==> config.mk <==
export PLATFORM = sky130hd
export DESIGN_NAME = trib_coord
export DESIGN_NICKNAME = d
export VERILOG_FILES = /design/src/logic/trib_pkg.sv /design/src/logic/slot_mapper.sv /design/src/logic/mf_aligner.sv /design/src/logic/trib_coord.sv
export SDC_FILE = /design/constraint.sdc
export NUM_CORES = 1
export LEC_CHECK = 0
export BUFFER_PORTS_ARGS = -buffer_cell sky130_fd_sc_hd__buf_4
export CAP_MARGIN = 10
export CORE_UTILIZATION = 45
export DETAILED_ROUTE_END_ITERATION = 8
export HOLD_SLACK_MARGIN = 0.05
export PLACE_DENSITY = 0.71
export SLEW_MARGIN = 25
export SYNTH_ARGS = -nofsm -noshare
export SYNTH_HDL_FRONTEND = slang
export SYNTH_SLANG_ARGS = --single-unit
==> constraint.sdc <==
create_clock -name SYS_CLK -period 12.84 [get_ports SYS_CLK]
set_input_delay 1.926 -clock SYS_CLK [delete_from_list [all_inputs] [get_ports SYS_CLK]]
set_output_delay 1.926 -clock SYS_CLK [all_outputs]
set_load 0.01 [all_outputs]
==> src/logic/trib_pkg.sv <==
// shared constants, field layouts and carrier types of the tributary block
package trib_pkg;
   // frame geometry of the byte-interleaved stm-1 stream
   localparam int unsigned    SETS       = 3;
   localparam logic [3:0]     ROW_LAST   = 4'h8;
   localparam logic [8:0]     COL_LAST   = 9'h10D;
   localparam logic [8:0]     TOH_COLS   = 9'h009;
   localparam logic [8:0]     AU4_POH    = 9'h009;
   localparam logic [8:0]     TUG3_FIRST = 9'h00C;
   localparam logic [3:0]     H4_ROW     = 4'h5;
   localparam logic [3:0]     PTR_ROW    = 4'h3;
   localparam logic [6:0]     STUFF_A    = 7'h1D;
   localparam logic [6:0]     STUFF_B    = 7'h3A;
   localparam logic [8:0]     H4_DIST    = 9'h1C2;
   // register offsets and reset values
   localparam logic [7:0]     OFF_CTRL   = 8'h00;
   localparam logic [7:0]     OFF_GRP0   = 8'h04;
   localparam logic [7:0]     OFF_GRP1   = 8'h08;
   localparam logic [7:0]     OFF_GRP2   = 8'h0C;
   localparam logic [7:0]     OFF_STAT   = 8'h10;
   localparam logic [7:0]     OFF_PERR   = 8'h14;
   localparam logic [8:0]     CTRL_RST   = 9'h000;
   localparam logic [13:0]    GRP_RST    = 14'h0000;
   // fixed overhead byte values
   localparam logic [9:0]     AU_OFFSET  = 10'h20A;
   localparam logic [7:0]     A1_VAL     = 8'hF6;
   localparam logic [7:0]     A2_VAL     = 8'h28;
   localparam logic [7:0]     PTR_H1     = {6'h18, AU_OFFSET[9:8]};
   localparam logic [7:0]     PTR_H2     = AU_OFFSET[7:0];
   localparam logic [7:0]     CI_H1      = 8'h93;
   localparam logic [7:0]     CI_H2      = 8'hFF;
   localparam logic [7:0]     NPI_H1     = 8'h93;
   localparam logic [7:0]     NPI_H2     = 8'hE0;
   localparam logic [7:0]     TU3_H1     = 8'h60;
   localparam logic [7:0]     TU3_H2     = 8'h00;
   localparam logic [7:0]     H4_ONES    = 8'hFC;
   // classes of an outgoing byte slot
   typedef enum logic [3:0] {
      CL_A1, CL_A2, CL_H1, CL_H2, CL_TOH0, CL_J1, CL_POH0, CL_H4,
      CL_STUFF, CL_TUPH1, CL_TUPH2, CL_TUPH3, CL_PAY
   } slot_cls_t;
   typedef enum logic [1:0] {GT_VT15, GT_VT2, GT_VT3, GT_VT6} grp_type_t;
   typedef enum logic [1:0] {AL_HUNT, AL_COUNT, AL_LOCK} align_st_t;
   typedef struct packed {
      logic [2:0] tu3;
      logic [2:0] tug3;
      logic       mfctl;
      logic       ocat;
      logic       icat;
   } cfg_t;
   typedef struct packed {
      slot_cls_t  cls;
      logic [1:0] set;
      logic [6:0] scol;
      logic [2:0] grp;
   } slot_t;
endpackage : trib_pkg

==> src/logic/slot_mapper.sv <==
// classifies one outgoing byte slot from its row and column
module slot_mapper (
   // position and mode
   input  wire logic [3:0]      row,
   input  wire logic [8:0]      col,
   input  wire logic            au4,
   input  wire logic [2:0]      tug3,
   // classification
   output trib_pkg::slot_t      slot
);
   logic [8:0] k;
   logic [6:0] a;
   logic [6:0] n;

   // toh, poh, fixed stuff or payload; group index counts payload columns
   always_comb begin
      slot = '{cls: trib_pkg::CL_TOH0, set: 2'h0, scol: 7'h00, grp: 3'h0};
      k = 9'h000;
      a = 7'h00;
      n = 7'h00;
      if (col < trib_pkg::TOH_COLS) begin
         slot.set = 2'(col % 9'h003);
         if (row == 4'h0 && col < 9'h003) slot.cls = trib_pkg::CL_A1;
         else if (row == 4'h0 && col < 9'h006) slot.cls = trib_pkg::CL_A2;
         else if (row == trib_pkg::PTR_ROW && col < 9'h003)
            slot.cls = trib_pkg::CL_H1;
         else if (row == trib_pkg::PTR_ROW && col < 9'h006)
            slot.cls = trib_pkg::CL_H2;
      end else if (!au4) begin
         k = col - trib_pkg::TOH_COLS;
         slot.set = 2'(k % 9'h003);
         a = 7'(k / 9'h003);
         if (a == 7'h00) begin
            slot.cls = (row == 4'h0) ? trib_pkg::CL_J1 :
                       (row == trib_pkg::H4_ROW) ? trib_pkg::CL_H4 :
                       trib_pkg::CL_POH0;
         end else if (a == trib_pkg::STUFF_A || a == trib_pkg::STUFF_B) begin
            slot.cls = trib_pkg::CL_STUFF;
         end else begin
            slot.cls = trib_pkg::CL_PAY;
            slot.scol = a;
            n = a - 7'h01 - ((a > trib_pkg::STUFF_A) ? 7'h01 : 7'h00)
                - ((a > trib_pkg::STUFF_B) ? 7'h01 : 7'h00);
            slot.grp = 3'(n % 7'h07);
         end
      end else if (col == trib_pkg::AU4_POH) begin
         slot.cls = (row == 4'h0) ? trib_pkg::CL_J1 :
                    (row == trib_pkg::H4_ROW) ? trib_pkg::CL_H4 :
                    trib_pkg::CL_POH0;
      end else if (col < trib_pkg::TUG3_FIRST) begin
         slot.cls = trib_pkg::CL_STUFF;
      end else begin
         k = col - trib_pkg::TUG3_FIRST;
         slot.set = 2'(k % 9'h003);
         a = 7'(k / 9'h003);
         if (a == 7'h00) begin
            slot.cls = (row == 4'h0) ? trib_pkg::CL_TUPH1 :
                       (row == 4'h1) ? trib_pkg::CL_TUPH2 :
                       (row == 4'h2) ? trib_pkg::CL_TUPH3 :
                       trib_pkg::CL_STUFF;
         end else if (a == 7'h01 && tug3[slot.set]) begin
            slot.cls = trib_pkg::CL_STUFF;
         end else begin
            slot.cls = trib_pkg::CL_PAY;
            slot.scol = a;
            n = a - 7'h02;
            slot.grp = 3'(n % 7'h07);
         end
      end
   end
endmodule : slot_mapper

==> src/logic/mf_aligner.sv <==
// per-set tributary multiframe alignment taken from the set's own h4 byte
module mf_aligner (
   // clock and reset
   input  wire logic            clk,
   input  wire logic            rst,
   // lane byte stream
   input  wire logic            lane_en,
   input  wire logic            marker,
   input  wire logic [7:0]      data,
   input  wire logic            enable,
   // alignment result
   output logic [1:0]           phase,
   output logic                 locked
);
   trib_pkg::align_st_t st_reg;
   logic [8:0]          cnt_reg;

   // h4 sits five rows below j1, i.e. a fixed count of lane bytes later
   always_ff @(posedge clk or posedge rst) begin
      if (rst) begin
         st_reg  <= trib_pkg::AL_HUNT;
         cnt_reg <= 9'h000;
         phase   <= 2'h0;
         locked  <= 1'b0;
      end else if (!enable) begin
         st_reg  <= trib_pkg::AL_HUNT;
         locked  <= 1'b0;
      end else if (lane_en) begin
         case (st_reg)
            trib_pkg::AL_HUNT, trib_pkg::AL_LOCK: begin
               if (marker) begin
                  st_reg  <= trib_pkg::AL_COUNT;
                  cnt_reg <= 9'h001;
               end
            end
            trib_pkg::AL_COUNT: begin
               if (cnt_reg == trib_pkg::H4_DIST) begin
                  st_reg <= trib_pkg::AL_LOCK;
                  phase  <= data[1:0];
                  // a skipped phase means the sequence is broken
                  locked <= (phase + 2'h1 == data[1:0]);
               end else begin
                  cnt_reg <= cnt_reg + 9'h001;
               end
            end
            default: st_reg <= trib_pkg::AL_HUNT;
         endcase
      end
   end
endmodule : mf_aligner

==> src/logic/trib_coord.sv <==
// mode coordination and outgoing frame builder of one stm-1 tributary unit
//
// Added by the designer: the placing of the registers and register access over APB.
module trib_coord (
   // clock and reset
   input  wire logic            SYS_CLK,
   input  wire logic            RST,
   // apb slave
   input  wire logic            PSEL,
   input  wire logic            PENABLE,
   input  wire logic            PWRITE,
   input  wire logic [7:0]      PADDR,
   input  wire logic [31:0]     PWDATA,
   output logic [31:0]          PRDATA,
   output logic                 PREADY,
   output logic                 PSLVERR,
   // incoming data bus
   input  wire logic [7:0]      IN_DATA,
   input  wire logic            IN_PAR,
   input  wire logic            IN_MARKER,
   // per-set markers and multiframe phase
   output logic [2:0]           SET_MARKER,
   output logic [5:0]           SET_MF_PHASE,
   // payload source
   input  wire logic [7:0]      PAY_DATA,
   output logic                 PAY_TAKE,
   output logic [1:0]           PAY_SET,
   output logic [6:0]           PAY_COL,
   output logic [2:0]           PAY_GROUP,
   output logic [1:0]           PAY_GTYPE,
   output logic                 PAY_TU3,
   // outgoing data bus
   output logic [7:0]           OUT_DATA,
   output logic                 OUT_PAR,
   output logic                 OUT_J1
);
   trib_pkg::cfg_t      cfg_reg;
   logic [13:0]         grp_reg [trib_pkg::SETS];
   logic [15:0]         perr_reg;
   logic                au4_reg;
   logic [2:0]          tug3m_reg;
   logic [2:0]          tu3m_reg;
   logic                cfgerr_reg;
   logic [1:0]          lane_reg;
   logic [1:0]          stretch_reg;
   logic                mark_d_reg;
   logic [3:0]          row_reg;
   logic [8:0]          col_reg;
   logic [1:0]          mfcnt_reg;
   trib_pkg::slot_cls_t out_cls_reg;
   logic [1:0]          out_set_reg;
   logic [1:0]          cur_lane;
   logic [2:0]          mk;
   logic [1:0]          ph [trib_pkg::SETS];
   logic [2:0]          lk;
   logic [7:0]          gen_byte;
   logic                access;
   logic                wr_done;
   logic                hit;
   logic [31:0]         rd_mux;
   trib_pkg::slot_t     slot;

   ////////////////////////////////////////////////////////////////////////
   // apb register access
   assign access  = PSEL && PENABLE;
   assign wr_done = access && PREADY && PWRITE;
   assign hit     = PADDR == trib_pkg::OFF_CTRL ||
                    PADDR == trib_pkg::OFF_GRP0 ||
                    PADDR == trib_pkg::OFF_GRP1 ||
                    PADDR == trib_pkg::OFF_GRP2 ||
                    PADDR == trib_pkg::OFF_STAT ||
                    PADDR == trib_pkg::OFF_PERR;

   // read data mux; reserved bits read zero
   always_comb begin
      rd_mux = 32'h0000_0000;
      case (PADDR)
         trib_pkg::OFF_CTRL: rd_mux = {23'h00_0000, cfg_reg};
         trib_pkg::OFF_GRP0: rd_mux = {18'h0_0000, grp_reg[0]};
         trib_pkg::OFF_GRP1: rd_mux = {18'h0_0000, grp_reg[1]};
         trib_pkg::OFF_GRP2: rd_mux = {18'h0_0000, grp_reg[2]};
         trib_pkg::OFF_STAT: rd_mux = {13'h0000, lk, SET_MF_PHASE,
                                       mfcnt_reg, cfgerr_reg, tu3m_reg,
                                       tug3m_reg, au4_reg};
         trib_pkg::OFF_PERR: rd_mux = {16'h0000, perr_reg};
         default:            rd_mux = 32'h0000_0000;
      endcase
   end

   // one wait state: answer on the second access cycle
   always_ff @(posedge SYS_CLK or posedge RST) begin
      if (RST) begin
         PREADY  <= 1'b0;
         PSLVERR <= 1'b0;
         PRDATA  <= 32'h0000_0000;
      end else begin
         PREADY  <= access && !PREADY;
         PSLVERR <= access && !PREADY && !hit;
         PRDATA  <= (access && !PREADY && !PWRITE) ? rd_mux : 32'h0000_0000;
      end
   end

   // configuration registers, written on the completing edge only
   always_ff @(posedge SYS_CLK or posedge RST) begin
      if (RST) begin
         cfg_reg    <= trib_pkg::CTRL_RST;
         grp_reg[0] <= trib_pkg::GRP_RST;
         grp_reg[1] <= trib_pkg::GRP_RST;
         grp_reg[2] <= trib_pkg::GRP_RST;
      end else if (wr_done) begin
         case (PADDR)
            trib_pkg::OFF_CTRL: cfg_reg    <= PWDATA[8:0];
            trib_pkg::OFF_GRP0: grp_reg[0] <= PWDATA[13:0];
            trib_pkg::OFF_GRP1: grp_reg[1] <= PWDATA[13:0];
            trib_pkg::OFF_GRP2: grp_reg[2] <= PWDATA[13:0];
            default: ;
         endcase
      end
   end

   // incoming parity error count; a new error beats the clearing write
   always_ff @(posedge SYS_CLK or posedge RST) begin
      if (RST) begin
         perr_reg <= 16'h0000;
      end else if (IN_PAR != ^IN_DATA) begin
         if (wr_done && PADDR == trib_pkg::OFF_PERR) perr_reg <= 16'h0001;
         else if (perr_reg != 16'hFFFF) perr_reg <= perr_reg + 16'h0001;
      end else if (wr_done && PADDR == trib_pkg::OFF_PERR) begin
         perr_reg <= 16'h0000;
      end
   end

   ////////////////////////////////////////////////////////////////////////
   // mode decode
   always_ff @(posedge SYS_CLK or posedge RST) begin
      if (RST) begin
         au4_reg    <= 1'b0;
         tug3m_reg  <= 3'h0;
         tu3m_reg   <= 3'h0;
         cfgerr_reg <= 1'b0;
      end else begin
         au4_reg    <= cfg_reg.icat && cfg_reg.ocat;
         tug3m_reg  <= (cfg_reg.icat && cfg_reg.ocat) ?
                       cfg_reg.tug3 : 3'h0;
         tu3m_reg   <= (cfg_reg.icat && cfg_reg.ocat) ?
                       (cfg_reg.tu3 & ~cfg_reg.tug3) : 3'h0;
         // each set in au4 needs exactly one of tug3 or tu3
         cfgerr_reg <= cfg_reg.icat && cfg_reg.ocat &&
                       ((cfg_reg.tug3 ~^ cfg_reg.tu3) != 3'h0);
      end
   end

   ////////////////////////////////////////////////////////////////////////
   // input demultiplexer: lane follows the marker's rising edge
   assign cur_lane = (IN_MARKER && !mark_d_reg) ? 2'h0 : lane_reg;

   // per-lane markers; in au4 one marker covers three lanes
   always_comb begin
      for (int s = 0; s < trib_pkg::SETS; s++) begin
         mk[s] = (cur_lane == 2'(s)) &&
                 (IN_MARKER || (au4_reg && stretch_reg != 2'h0));
      end
   end

   // lane counter and marker stretch
   always_ff @(posedge SYS_CLK or posedge RST) begin
      if (RST) begin
         lane_reg    <= 2'h0;
         stretch_reg <= 2'h0;
         mark_d_reg  <= 1'b0;
      end else begin
         lane_reg    <= (cur_lane == 2'h2) ? 2'h0 : cur_lane + 2'h1;
         mark_d_reg  <= IN_MARKER;
         if (au4_reg && IN_MARKER && !mark_d_reg)
            stretch_reg <= 2'h2;
         else if (stretch_reg != 2'h0)
            stretch_reg <= stretch_reg - 2'h1;
      end
   end

   // one aligner per set; h4 framing only while the control is zero
   for (genvar s = 0; s < trib_pkg::SETS; s++) begin : g_set
      mf_aligner u_align (
         .clk     (SYS_CLK),
         .rst     (RST),
         .lane_en (cur_lane == 2'(s)),
         .marker  (mk[s]),
         .data    (IN_DATA),
         .enable  (!cfg_reg.mfctl),
         .phase   (ph[s]),
         .locked  (lk[s])
      );
   end

   // slaved sets share set one's phase when concatenated
   always_ff @(posedge SYS_CLK or posedge RST) begin
      if (RST) begin
         SET_MARKER   <= 3'h0;
         SET_MF_PHASE <= 6'h00;
      end else begin
         SET_MARKER   <= mk;
         SET_MF_PHASE <= au4_reg ? {ph[0], ph[0], ph[0]} :
                         {ph[2], ph[1], ph[0]};
      end
   end

   ////////////////////////////////////////////////////////////////////////
   // outgoing frame position and multiframe count
   always_ff @(posedge SYS_CLK or posedge RST) begin
      if (RST) begin
         row_reg   <= 4'h0;
         col_reg   <= 9'h000;
         mfcnt_reg <= 2'h0;
      end else if (col_reg != trib_pkg::COL_LAST) begin
         col_reg <= col_reg + 9'h001;
      end else begin
         col_reg <= 9'h000;
         if (row_reg == trib_pkg::ROW_LAST) begin
            row_reg   <= 4'h0;
            mfcnt_reg <= mfcnt_reg + 2'h1;
         end else begin
            row_reg <= row_reg + 4'h1;
         end
      end
   end

   // slot classification; column sets follow from the au3 interleave
   slot_mapper u_map (
      .row  (row_reg),
      .col  (col_reg),
      .au4  (au4_reg),
      .tug3 (tug3m_reg),
      .slot (slot)
   );

   // generated byte for every non-payload slot
   always_comb begin
      case (slot.cls)
         trib_pkg::CL_A1:    gen_byte = trib_pkg::A1_VAL;
         trib_pkg::CL_A2:    gen_byte = trib_pkg::A2_VAL;
         trib_pkg::CL_H1:    gen_byte = (au4_reg && slot.set != 2'h0) ?
                                        trib_pkg::CI_H1 :
                                        trib_pkg::PTR_H1;
         trib_pkg::CL_H2:    gen_byte = (au4_reg && slot.set != 2'h0) ?
                                        trib_pkg::CI_H2 :
                                        trib_pkg::PTR_H2;
         trib_pkg::CL_H4:    gen_byte = trib_pkg::H4_ONES |
                                        {6'h00, mfcnt_reg};
         trib_pkg::CL_TUPH1: gen_byte = tu3m_reg[slot.set] ?
                                        trib_pkg::TU3_H1 :
                                        trib_pkg::NPI_H1;
         trib_pkg::CL_TUPH2: gen_byte = tu3m_reg[slot.set] ?
                                        trib_pkg::TU3_H2 :
                                        trib_pkg::NPI_H2;
         trib_pkg::CL_PAY:   gen_byte = PAY_DATA;
         default:            gen_byte = 8'h00;
      endcase
   end

   // outgoing byte, parity and payload request, all from one edge
   always_ff @(posedge SYS_CLK or posedge RST) begin
      if (RST) begin
         OUT_DATA    <= 8'h00;
         OUT_PAR     <= 1'b0;
         OUT_J1      <= 1'b0;
         out_cls_reg <= trib_pkg::CL_TOH0;
         out_set_reg <= 2'h0;
      end else begin
         OUT_DATA    <= gen_byte;
         OUT_PAR     <= ^gen_byte;
         OUT_J1      <= slot.cls == trib_pkg::CL_J1;
         out_cls_reg <= slot.cls;
         out_set_reg <= slot.set;
      end
   end

   // payload slot description for the tributary source
   always_ff @(posedge SYS_CLK or posedge RST) begin
      if (RST) begin
         PAY_TAKE  <= 1'b0;
         PAY_SET   <= 2'h0;
         PAY_COL   <= 7'h00;
         PAY_GROUP <= 3'h0;
         PAY_GTYPE <= 2'h0;
         PAY_TU3   <= 1'b0;
      end else begin
         PAY_TAKE  <= slot.cls == trib_pkg::CL_PAY;
         PAY_SET   <= slot.set;
         PAY_COL   <= slot.scol;
         PAY_TU3   <= tu3m_reg[slot.set];
         PAY_GROUP <= tu3m_reg[slot.set] ? 3'h0 : slot.grp;
         PAY_GTYPE <= tu3m_reg[slot.set] ? 2'h0 :
                      grp_reg[slot.set][{slot.grp, 1'b0} +: 2];
      end
   end

   ////////////////////////////////////////////////////////////////////////
   // checks
   out_parity_a: assert property (@(posedge SYS_CLK) disable iff (RST)
      OUT_PAR == ^OUT_DATA) else $error("outgoing parity mismatch");
   au4_gate_a: assert property (@(posedge SYS_CLK) disable iff (RST)
      au4_reg |-> $past(cfg_reg.icat) && $past(cfg_reg.ocat))
      else $error("au4 without both concat bits");
   marker_stretch_a: assert property (@(posedge SYS_CLK)
      disable iff (RST)
      (au4_reg && IN_MARKER && !mark_d_reg) ##1 au4_reg
      |-> mk == 3'h2 ##1 mk == 3'h4)
      else $error("concatenated marker not stretched");
   mf_share_a: assert property (@(posedge SYS_CLK) disable iff (RST)
      au4_reg && $past(au4_reg) |-> SET_MF_PHASE[5:4] == SET_MF_PHASE[1:0]
      && SET_MF_PHASE[3:2] == SET_MF_PHASE[1:0])
      else $error("slaved set phase differs");
   h4_byte_a: assert property (@(posedge SYS_CLK) disable iff (RST)
      out_cls_reg == trib_pkg::CL_H4 |-> OUT_DATA[7:2] == 6'h3F
      && OUT_DATA[1:0] == mfcnt_reg) else $error("bad outgoing h4");
   zero_fill_a: assert property (@(posedge SYS_CLK) disable iff (RST)
      out_cls_reg inside {trib_pkg::CL_STUFF, trib_pkg::CL_TOH0,
      trib_pkg::CL_POH0} |-> OUT_DATA == 8'h00)
      else $error("stuff or overhead byte not zero");
   au_pointer_a: assert property (@(posedge SYS_CLK) disable iff (RST)
      out_cls_reg == trib_pkg::CL_H1 && out_set_reg == 2'h0
      |-> OUT_DATA == 8'h62 ##1 OUT_DATA == ($past(au4_reg) ? 8'h93 : 8'h62)
      ##2 OUT_DATA == 8'h0A)
      else $error("pointer not at 522");
   tu_null_a: assert property (@(posedge SYS_CLK) disable iff (RST)
      out_cls_reg == trib_pkg::CL_TUPH1 && tug3m_reg[out_set_reg]
      |-> OUT_DATA == 8'h93) else $error("null pointer missing");
   mf_step_a: assert property (@(posedge SYS_CLK) disable iff (RST)
      row_reg == 4'h8 && col_reg == 9'h10D
      |=> mfcnt_reg == $past(mfcnt_reg) + 2'h1)
      else $error("multiframe count did not step");
   first_tu_a: assert property (@(posedge SYS_CLK) disable iff (RST)
      !au4_reg && col_reg == 9'h00C && row_reg != 4'h0 |=> PAY_TAKE
      && PAY_COL == 7'h01 && PAY_GROUP == 3'h0 && PAY_SET == 2'h0)
      else $error("first tributary column misplaced");
   apb_answer_a: assert property (@(posedge SYS_CLK) disable iff (RST)
      PSEL && PENABLE && !PREADY |=> PREADY)
      else $error("apb answer late");

   au4_frame_c: cover property (@(posedge SYS_CLK) disable iff (RST)
      au4_reg && OUT_J1);
   lock_c: cover property (@(posedge SYS_CLK) disable iff (RST)
      lk == 3'h7);
   perr_c: cover property (@(posedge SYS_CLK) disable iff (RST)
      wr_done && PADDR == trib_pkg::OFF_PERR && IN_PAR != ^IN_DATA);
endmodule : trib_coord

==> results.py, run 1 <==
metrics = {
    "yosys": {
        "netlist.area_leader.share": 0.3092,
        "ys_warn_count": 0,
        "yosys-top-cells-area": "dfrtp_1 (31%), mux2_2 (5.1%), nor2_1 (4.8%)",
        "synth_ff_type": "dfrtp_1",
        "async_flop_share": 1.000,
        "synth-edff-count": 0,
        "netlist_instances": 1829,
        "seq_area_frac_synth": 0.3092,
        "synth_top_cell_by_area": "dfrtp_1",
        "synth.distinct_cells": 117,
        "syn_area_um2": 15620,
        "post_synth.cell_area_avg_um2": 8.541,
        "yosys_register_bits": 193,
    },
    "min_path": {
        "worstHoldPathCells": 0,
        "hp-start": "g_set[0].u_align.phase[1]",
        "min_delay_worst_endpoint": "SET_MF_PHASE[1]",
        "hold_path_class": "flop to flop",
    },
    "global_route": {
        "antenna_found_initial": 1,
        "grt_pass1_wl_mm": 72.27,
        "grt_max_degree": 120,
        "overflow": 0,
        "grt_pass1_vias": 13840,
        "grtUsageTotal": 0.2502,
    },
    "timing": {
        "tns_ns": 0,
        "hold_viol_final": 0,
        "fin_crit_ns": 11.88,
        "relSlewSlack": 0.3115,
        "setup_viol": 0,
        "rsz0062_at_grt": "no",
        "worst_slew_pin_slew_ns": 1.031,
        "post-route-period-util": 0.9250,
        "max_freq_mhz": 84.19,
        "drv_slew": 0,
        "skew_ns": 0.01392,
    },
    "clock_tree": {
        "cts.reportedPaths.clkPinSlew_ns": 0.07,
        "postCtsSetupBuffers": 0,
        "cts_tree": "built",
        "clock_path_buffers": 2,
        "cts_buffers": 17,
        "holdBufCountCts": 0,
        "post_cts_resized": 0,
        "h-tree-depth": 4,
        "root_buffer": "clkbuf_16",
        "clkSinkCount": 193,
        "clk_latency_ns": 0.44,
    },
    "drt": {
        "wl_met1_mm": 20.65,
        "via_count": 14620,
        "route.met3.wl_mm": 2.726,
        "postRouteWirelength_mm": 44.78,
        "drc": 0,
        "drtIter0Drc": 1304,
        "routed.top_layer": "met5",
        "drt_first_pass_iters": 5,
        "wl_met2_mm": 20.42,
        "routedWlPerCell_um": 19.07,
        "via_per_inst": 6.224,
        "drtAntennaViolNets": 0,
    },
    "power": {
        "ir_drop_v": 0.0001453,
        "p_total_w": 0.001418,
        "leakagePower_nw": 7.656,
        "p_per_area_nw_per_um2": 81.98,
    },
    "floorplanning": {
        "rows": 67,
        "die_w_um": 188.3,
        "die-area_um2": 35460,
        "die-height_um": 188.3,
        "io_pins": 132,
        "initial_core_util": 0.4612,
        "core_um2": 33870,
    },
    "placement": {
        "place.gp.congestion": 0.9589,
        "dpl.hpwl_mm": 32.75,
        "io_buffers": 100,
    },
    "setup_path": {
        "crit_type": "flop to flop",
        "start_kind": "flop",
        "cpMaxStageDelayCell": "fa_1",
        "crit_path_end_kind": "flop",
        "worstRegToRegCells": 46,
        "r2r_start": "col_reg[0]",
        "crit_path_max_fanout": 17,
        "arrival_ns": 12.22,
        "crit_required_ns": 13.18,
        "r2r_end": "PAY_GTYPE[1]",
        "rrSetupSlack_ns": 0.96,
        "crit_path_max_incr_delay_ns": 0.61,
        "cpMostUsedCell": "ha_1",
        "path_buf_inv": 7,
        "critical_path.top_delay_family": "compound AO/OA/AOI/OAI gates",
        "startpoint": "col_reg[0]",
    },
    "finish": {
        "drive_above_1_share": 0.1595,
        "largest_register_ffs": 42,
        "fillers": 3130,
        "antenna_cells": 0,
        "fin_nets": 1996,
        "area_delta_synth_final_pct": 10.76,
    },
    "status": {
        "status": "complete, no violations",
    },
    "job": {
        "maxCapViolCount": 0,
    },
}
-- cell usage after synthesis, types with 26 or more instances --
master    count
a211oi_1     37
a21oi_1     102
and3_1       34
clkbuf_1     54
dfrtp_1     193
ha_1         45
inv_1        58
mux2_2       71
mux2i_1      58
nand2_1     151
nand2b_1     26
nand3_1      52
nor2_1      199
nor3_1       42
o21ai_0      82
xnor2_1      49
xor2_1       42
-- layer usage --
| metal | up-vias | track usage |
|---|---|---|
| li1 | 6904 | - |
| met1 | 7097 | 0.3489 |
| met2 | 534 | 0.3965 |
| met3 | 78 | 0.03855 |
| met4 | 2 | 0.08033 |
| met5 | - | 0 |
-- final cells by class --
cell class / count / area [um^2] / area share
flip-flops and latches: 193 / 4830 / 0.2791
clock inverters: 10 / 92.59 / 0.005351
inverters: 68 / 270.3 / 0.01562
multi-input cells: 1474 / 10050 / 0.5810
repair buffers: 133 / 1002 / 0.05793
clock buffers: 22 / 494.2 / 0.02857
well taps: 448 / 560.5 / 0.03240
-- per-stage QoR --
| step | setup slack [ns] | instance area (um^2) | utilization | instances | hold slack [ns] |
|---|---|---|---|---|---|
| 2_1_floorplan | 1.687 | 15670 | - | 1841 | 0.4075 |
| 3_3_place_gp | 1.351 | 16710 | 0.4934 | 2316 | 0.4316 |
| 3_5_place_dp | 1.234 | 16710 | 0.4934 | 2316 | 0.4393 |
| 4_1_cts | 1.192 | 17300 | 0.5108 | 2348 | 0.4610 |
| 5_1_grt | 0.2518 | 17300 | 0.5109 | 2348 | 0.4960 |
| 6_report | 0.9624 | 17300 | 0.5109 | 2348 | 0.4660 |
-- cell usage in the layout, fill, tap and decap left out, types with 24 or more instances in the layout --
master    count
nor2_1      199
nand2_1     151
mux2_2       71
a211oi_1     37
inv_1        57
mux2i_1      58
xnor2_1      49
dfrtp_1     193
o21ai_0      81
xor2_1       42
o211ai_1     25
nand3_1      52
nor3_1       42
or3_1        24
a21oi_1     102
and3_1       34
buf_4       132
nand2b_1     26
ha_1         45
-- kinds of logic after synthesis --
family / Yosys count / share of synthesized area
DFF: 193 / 0.3092
muxes: 131 / 0.09051
and+or+nand+nor: 669 / 0.2135
xor gates and xnor gates: 93 / 0.05390
AOI/OAI and AO/OA: 522 / 0.2452
adders and majority gates: 46 / 0.03732
other: 1 / 0.0002401
buffers and inverters: 174 / 0.05022
-- report_power, final --
part / switching, W / leakage [nW] / internal, W
registers: 0.0000473 / 2.53 / 0.000652
clock network: 0.000248 / 0.289 / 0.000280
logic: 0.000105 / 4.84 / 0.0000859
-- how the worst max path moves through the flow --
stage	endpoint	slack (ns)	cells past startpoint
2_1_floorplan	PAY_GTYPE[1]	1.69	50
3_3_place_gp	PAY_GTYPE[1]	1.35	42
3_5_place_dp	PAY_GTYPE[1]	1.23	44
4_1_cts	PAY_GTYPE[1]	1.19	42
5_1_grt	PAY_GTYPE[0]	0.25	46
6_report	PAY_GTYPE[1]	0.96	46
(Power assumes the default switching activity.)
==> run 2: changes to the inputs <==
--- a/config.mk
+++ b/config.mk
@@ -5,6 +5,7 @@
 export SDC_FILE = /design/constraint.sdc
 export NUM_CORES = 1
 export LEC_CHECK = 0
+export ABC_AREA = 1
 export BUFFER_PORTS_ARGS = -buffer_cell sky130_fd_sc_hd__buf_4
 export CAP_MARGIN = 10
 export CORE_UTILIZATION = 45
==> run 2 against run 1 <==
Fmax up 18%; sequential power hardly changed; clock power hardly changed; sequential cell count did not move; wire length decreased by 18%; non-clock buffer count shrank 25; via count down 7.6%; setup slack gained 1.8 ns; die area is 8.0% lower; utilization down 0.17 points.
==> results.py, run 2 <==
metrics = {
    "clock_tree": {
        "h-tree-depth": 4,
        "cts_buffers": 17,
        "clock_path_buffers": 2,
        "root_buffer": "clkbuf_16",
        "postCtsSetupBuffers": 0,
        "clkSinkCount": 193,
        "post_cts_resized": 0,
        "clk_latency_ns": 0.45,
        "holdBufCountCts": 0,
        "cts_tree": "built",
        "cts.reportedPaths.clkPinSlew_ns": 0.08,
    },
    "timing": {
        "skew_ns": 0.01385,
        "drv_slew": 0,
        "hold_slack_ns": 0.4802,
        "rsz0062_at_grt": "no",
        "tns_ns": 0,
        "fin_crit_ns": 10.06,
        "max_freq_mhz": 99.45,
        "worst_slew_pin_slew_ns": 0.9967,
        "hold_viol_final": 0,
        "setup_viol": 0,
        "relSlewSlack": 0.3294,
        "post-route-period-util": 0.7832,
    },
    "yosys": {
        "synth_common_cells": "nand2_1 (476), inv_1 (283), dfrtp_1 (193)",
        "synth-edff-count": 0,
        "async_flop_share": 1.000,
        "yosysMostFrequentCell": "nand2_1",
        "syn_area_um2": 14360,
        "yosys_register_bits": 193,
        "netlist.area_leader.share": 0.3364,
        "ys_warn_count": 0,
        "seq_area_frac_synth": 0.3364,
        "netlist_instances": 2011,
        "yosys-top-cells-area": "dfrtp_1 (34%), nand2_1 (12%), inv_1 (7.4%)",
        "synth_ff_type": "dfrtp_1",
        "synth_top_cell_by_area": "dfrtp_1",
        "post_synth.cell_area_avg_um2": 7.139,
        "synth.distinct_cells": 69,
    },
    "finish": {
        "final_cell_mix": "nand2_1 (476), inv_1 (282), dfrtp_1 (193)",
        "fillers": 3033,
        "finish.utilization": 0.5091,
        "drive_above_1_share": 0.1598,
        "antenna_cells": 0,
        "layout_commonest_cell": "nand2_1",
        "area_delta_synth_final_pct": 11.62,
        "fin_nets": 2211,
        "largest_register_ffs": 42,
        "final_cells": 2517,
    },
    "placement": {
        "place.gp.congestion": 0.9134,
        "dpl.hpwl_mm": 28.06,
        "dp_cells": 2485,
        "io_buffers": 100,
    },
    "setup_path": {
        "path_buf_inv": 12,
        "cpMostUsedCell": "nand2_1",
        "crit_required_ns": 13.17,
        "cpMaxStageDelayCell": "dfrtp_1",
        "crit_path_max_fanout": 12,
        "crit_path_end_kind": "flop",
        "start_kind": "flop",
        "critical_path.top_delay_family": "simple AND/OR/NAND/NOR gates",
        "crit_type": "flop to flop",
        "arrival_ns": 10.38,
        "crit_path_max_incr_delay_ns": 0.65,
    },
    "global_route": {
        "grt_pass1_wl_mm": 61.75,
        "overflow": 0,
        "grtUsageTotal": 0.2317,
        "grt_max_degree": 132,
        "antenna_found_initial": 0,
        "grt_pass1_vias": 12850,
    },
    "drt": {
        "drtAntennaViolNets": 0,
        "routedWlPerCell_um": 14.65,
        "via_per_inst": 5.366,
        "drt_first_pass_iters": 5,
        "via_count": 13510,
        "drc": 0,
        "postRouteWirelength_mm": 36.87,
        "drtIter0Drc": 1019,
    },
    "power": {
        "p_total_w": 0.001454,
        "leakagePower_nw": 8.105,
        "p_per_area_nw_per_um2": 90.77,
        "ir_drop_v": 0.0001173,
    },
    "job": {
        "maxCapViolCount": 0,
    },
    "floorplanning": {
        "rows": 65,
        "initial_core_util": 0.4561,
        "die_w_um": 180.6,
        "die-area_um2": 32620,
        "core_um2": 31470,
        "die-height_um": 180.6,
        "io_pins": 132,
    },
    "status": {
        "status": "complete, no violations",
    },
    "min_path": {
        "hold_path_class": "flop to flop",
    },
}
==> run 2: per-stage QoR <==
step	setup slack, ns	instance area (um^2)
floorplan	4.307	14400
global placement	3.057	15450
detailed placement	2.829	15450
CTS	2.790	16020
global route	1.645	16020
finish	2.784	16020
==> run 2: per-layer routing <==
| layer | vias up | GRT usage | wire, um |
|---|---|---|---|
| li1 | 6700 | - | - |
| met1 | 6375 | 0.3056 | 16780 |
| met2 | 374 | 0.3898 | 17510 |
| met3 | 56 | 0.03314 | 1838 |
| met4 | 0 | 0.07692 | 739 |
| met5 | - | 0 | 0 |
==> run 2: power breakdown <==
group / leakage (nW) / internal (W) / switching [W]
Sequential: 2.56 / 0.000661 / 0.0000381
Combinational: 5.27 / 0.0000773 / 0.000151
Clock: 0.276 / 0.000259 / 0.000268
Total: 8.11 / 0.000997 / 0.000458
==> run 2: path summary, 6_finish.rpt <==
kind                                             from                         end  slack, ns  cells after the start
setup / recovery                           col_reg[2]                PAY_GTYPE[0]       2.78                     75
hold reg to reg            g_set[1].u_align.st_reg[1]  g_set[1].u_align.st_reg[1]       0.48                      2
min in group asynchronous                         RST                  PRDATA[16]       1.63                      2
hold / removal             g_set[1].u_align.st_reg[1]  g_set[1].u_align.st_reg[1]       0.48                      2
setup reg to reg                           col_reg[2]                PAY_GTYPE[0]       2.78                     75
max in group asynchronous                         RST                  cfg_reg[2]       9.89                      3
==> run 2: final cells by class <==
| class | count | area [um^2] | share of cell area |
|---|---|---|---|
| Clock inverter | 14 | 146.4 | 0.009136 |
| Multi-Input combinational cell | 1453 | 8053 | 0.5025 |
| Clock buffer | 18 | 429.2 | 0.02678 |
| Tap cell | 402 | 503.0 | 0.03139 |
| Timing Repair Buffer | 108 | 810.8 | 0.05060 |
| Sequential cell | 193 | 4830 | 0.3014 |
| Inverter | 329 | 1252 | 0.07816 |
==> run 2: worst min-delay path, delay by kind of cell (launching register included) <==
kind	cells	cell delay [ns]
flops	1	0.35
simple gates	2	0.11
==> run 2: kinds of logic (layout without fill, tap and decap cells) <==
group | Yosys count | count (layout) | share of synthesized area
adders and majority gates | 46 | 46 | 0.04061
other | 1 | 13 | 0.0002612
xor gates and xnor gates | 43 | 43 | 0.03042
buffers and inverters | 377 | 469 | 0.1062
muxes | 1 | 1 | 0.0006973
DFF | 193 | 193 | 0.3364
and+or+nand+nor | 1029 | 1029 | 0.3507
AOI/OAI and AO/OA | 321 | 321 | 0.1347
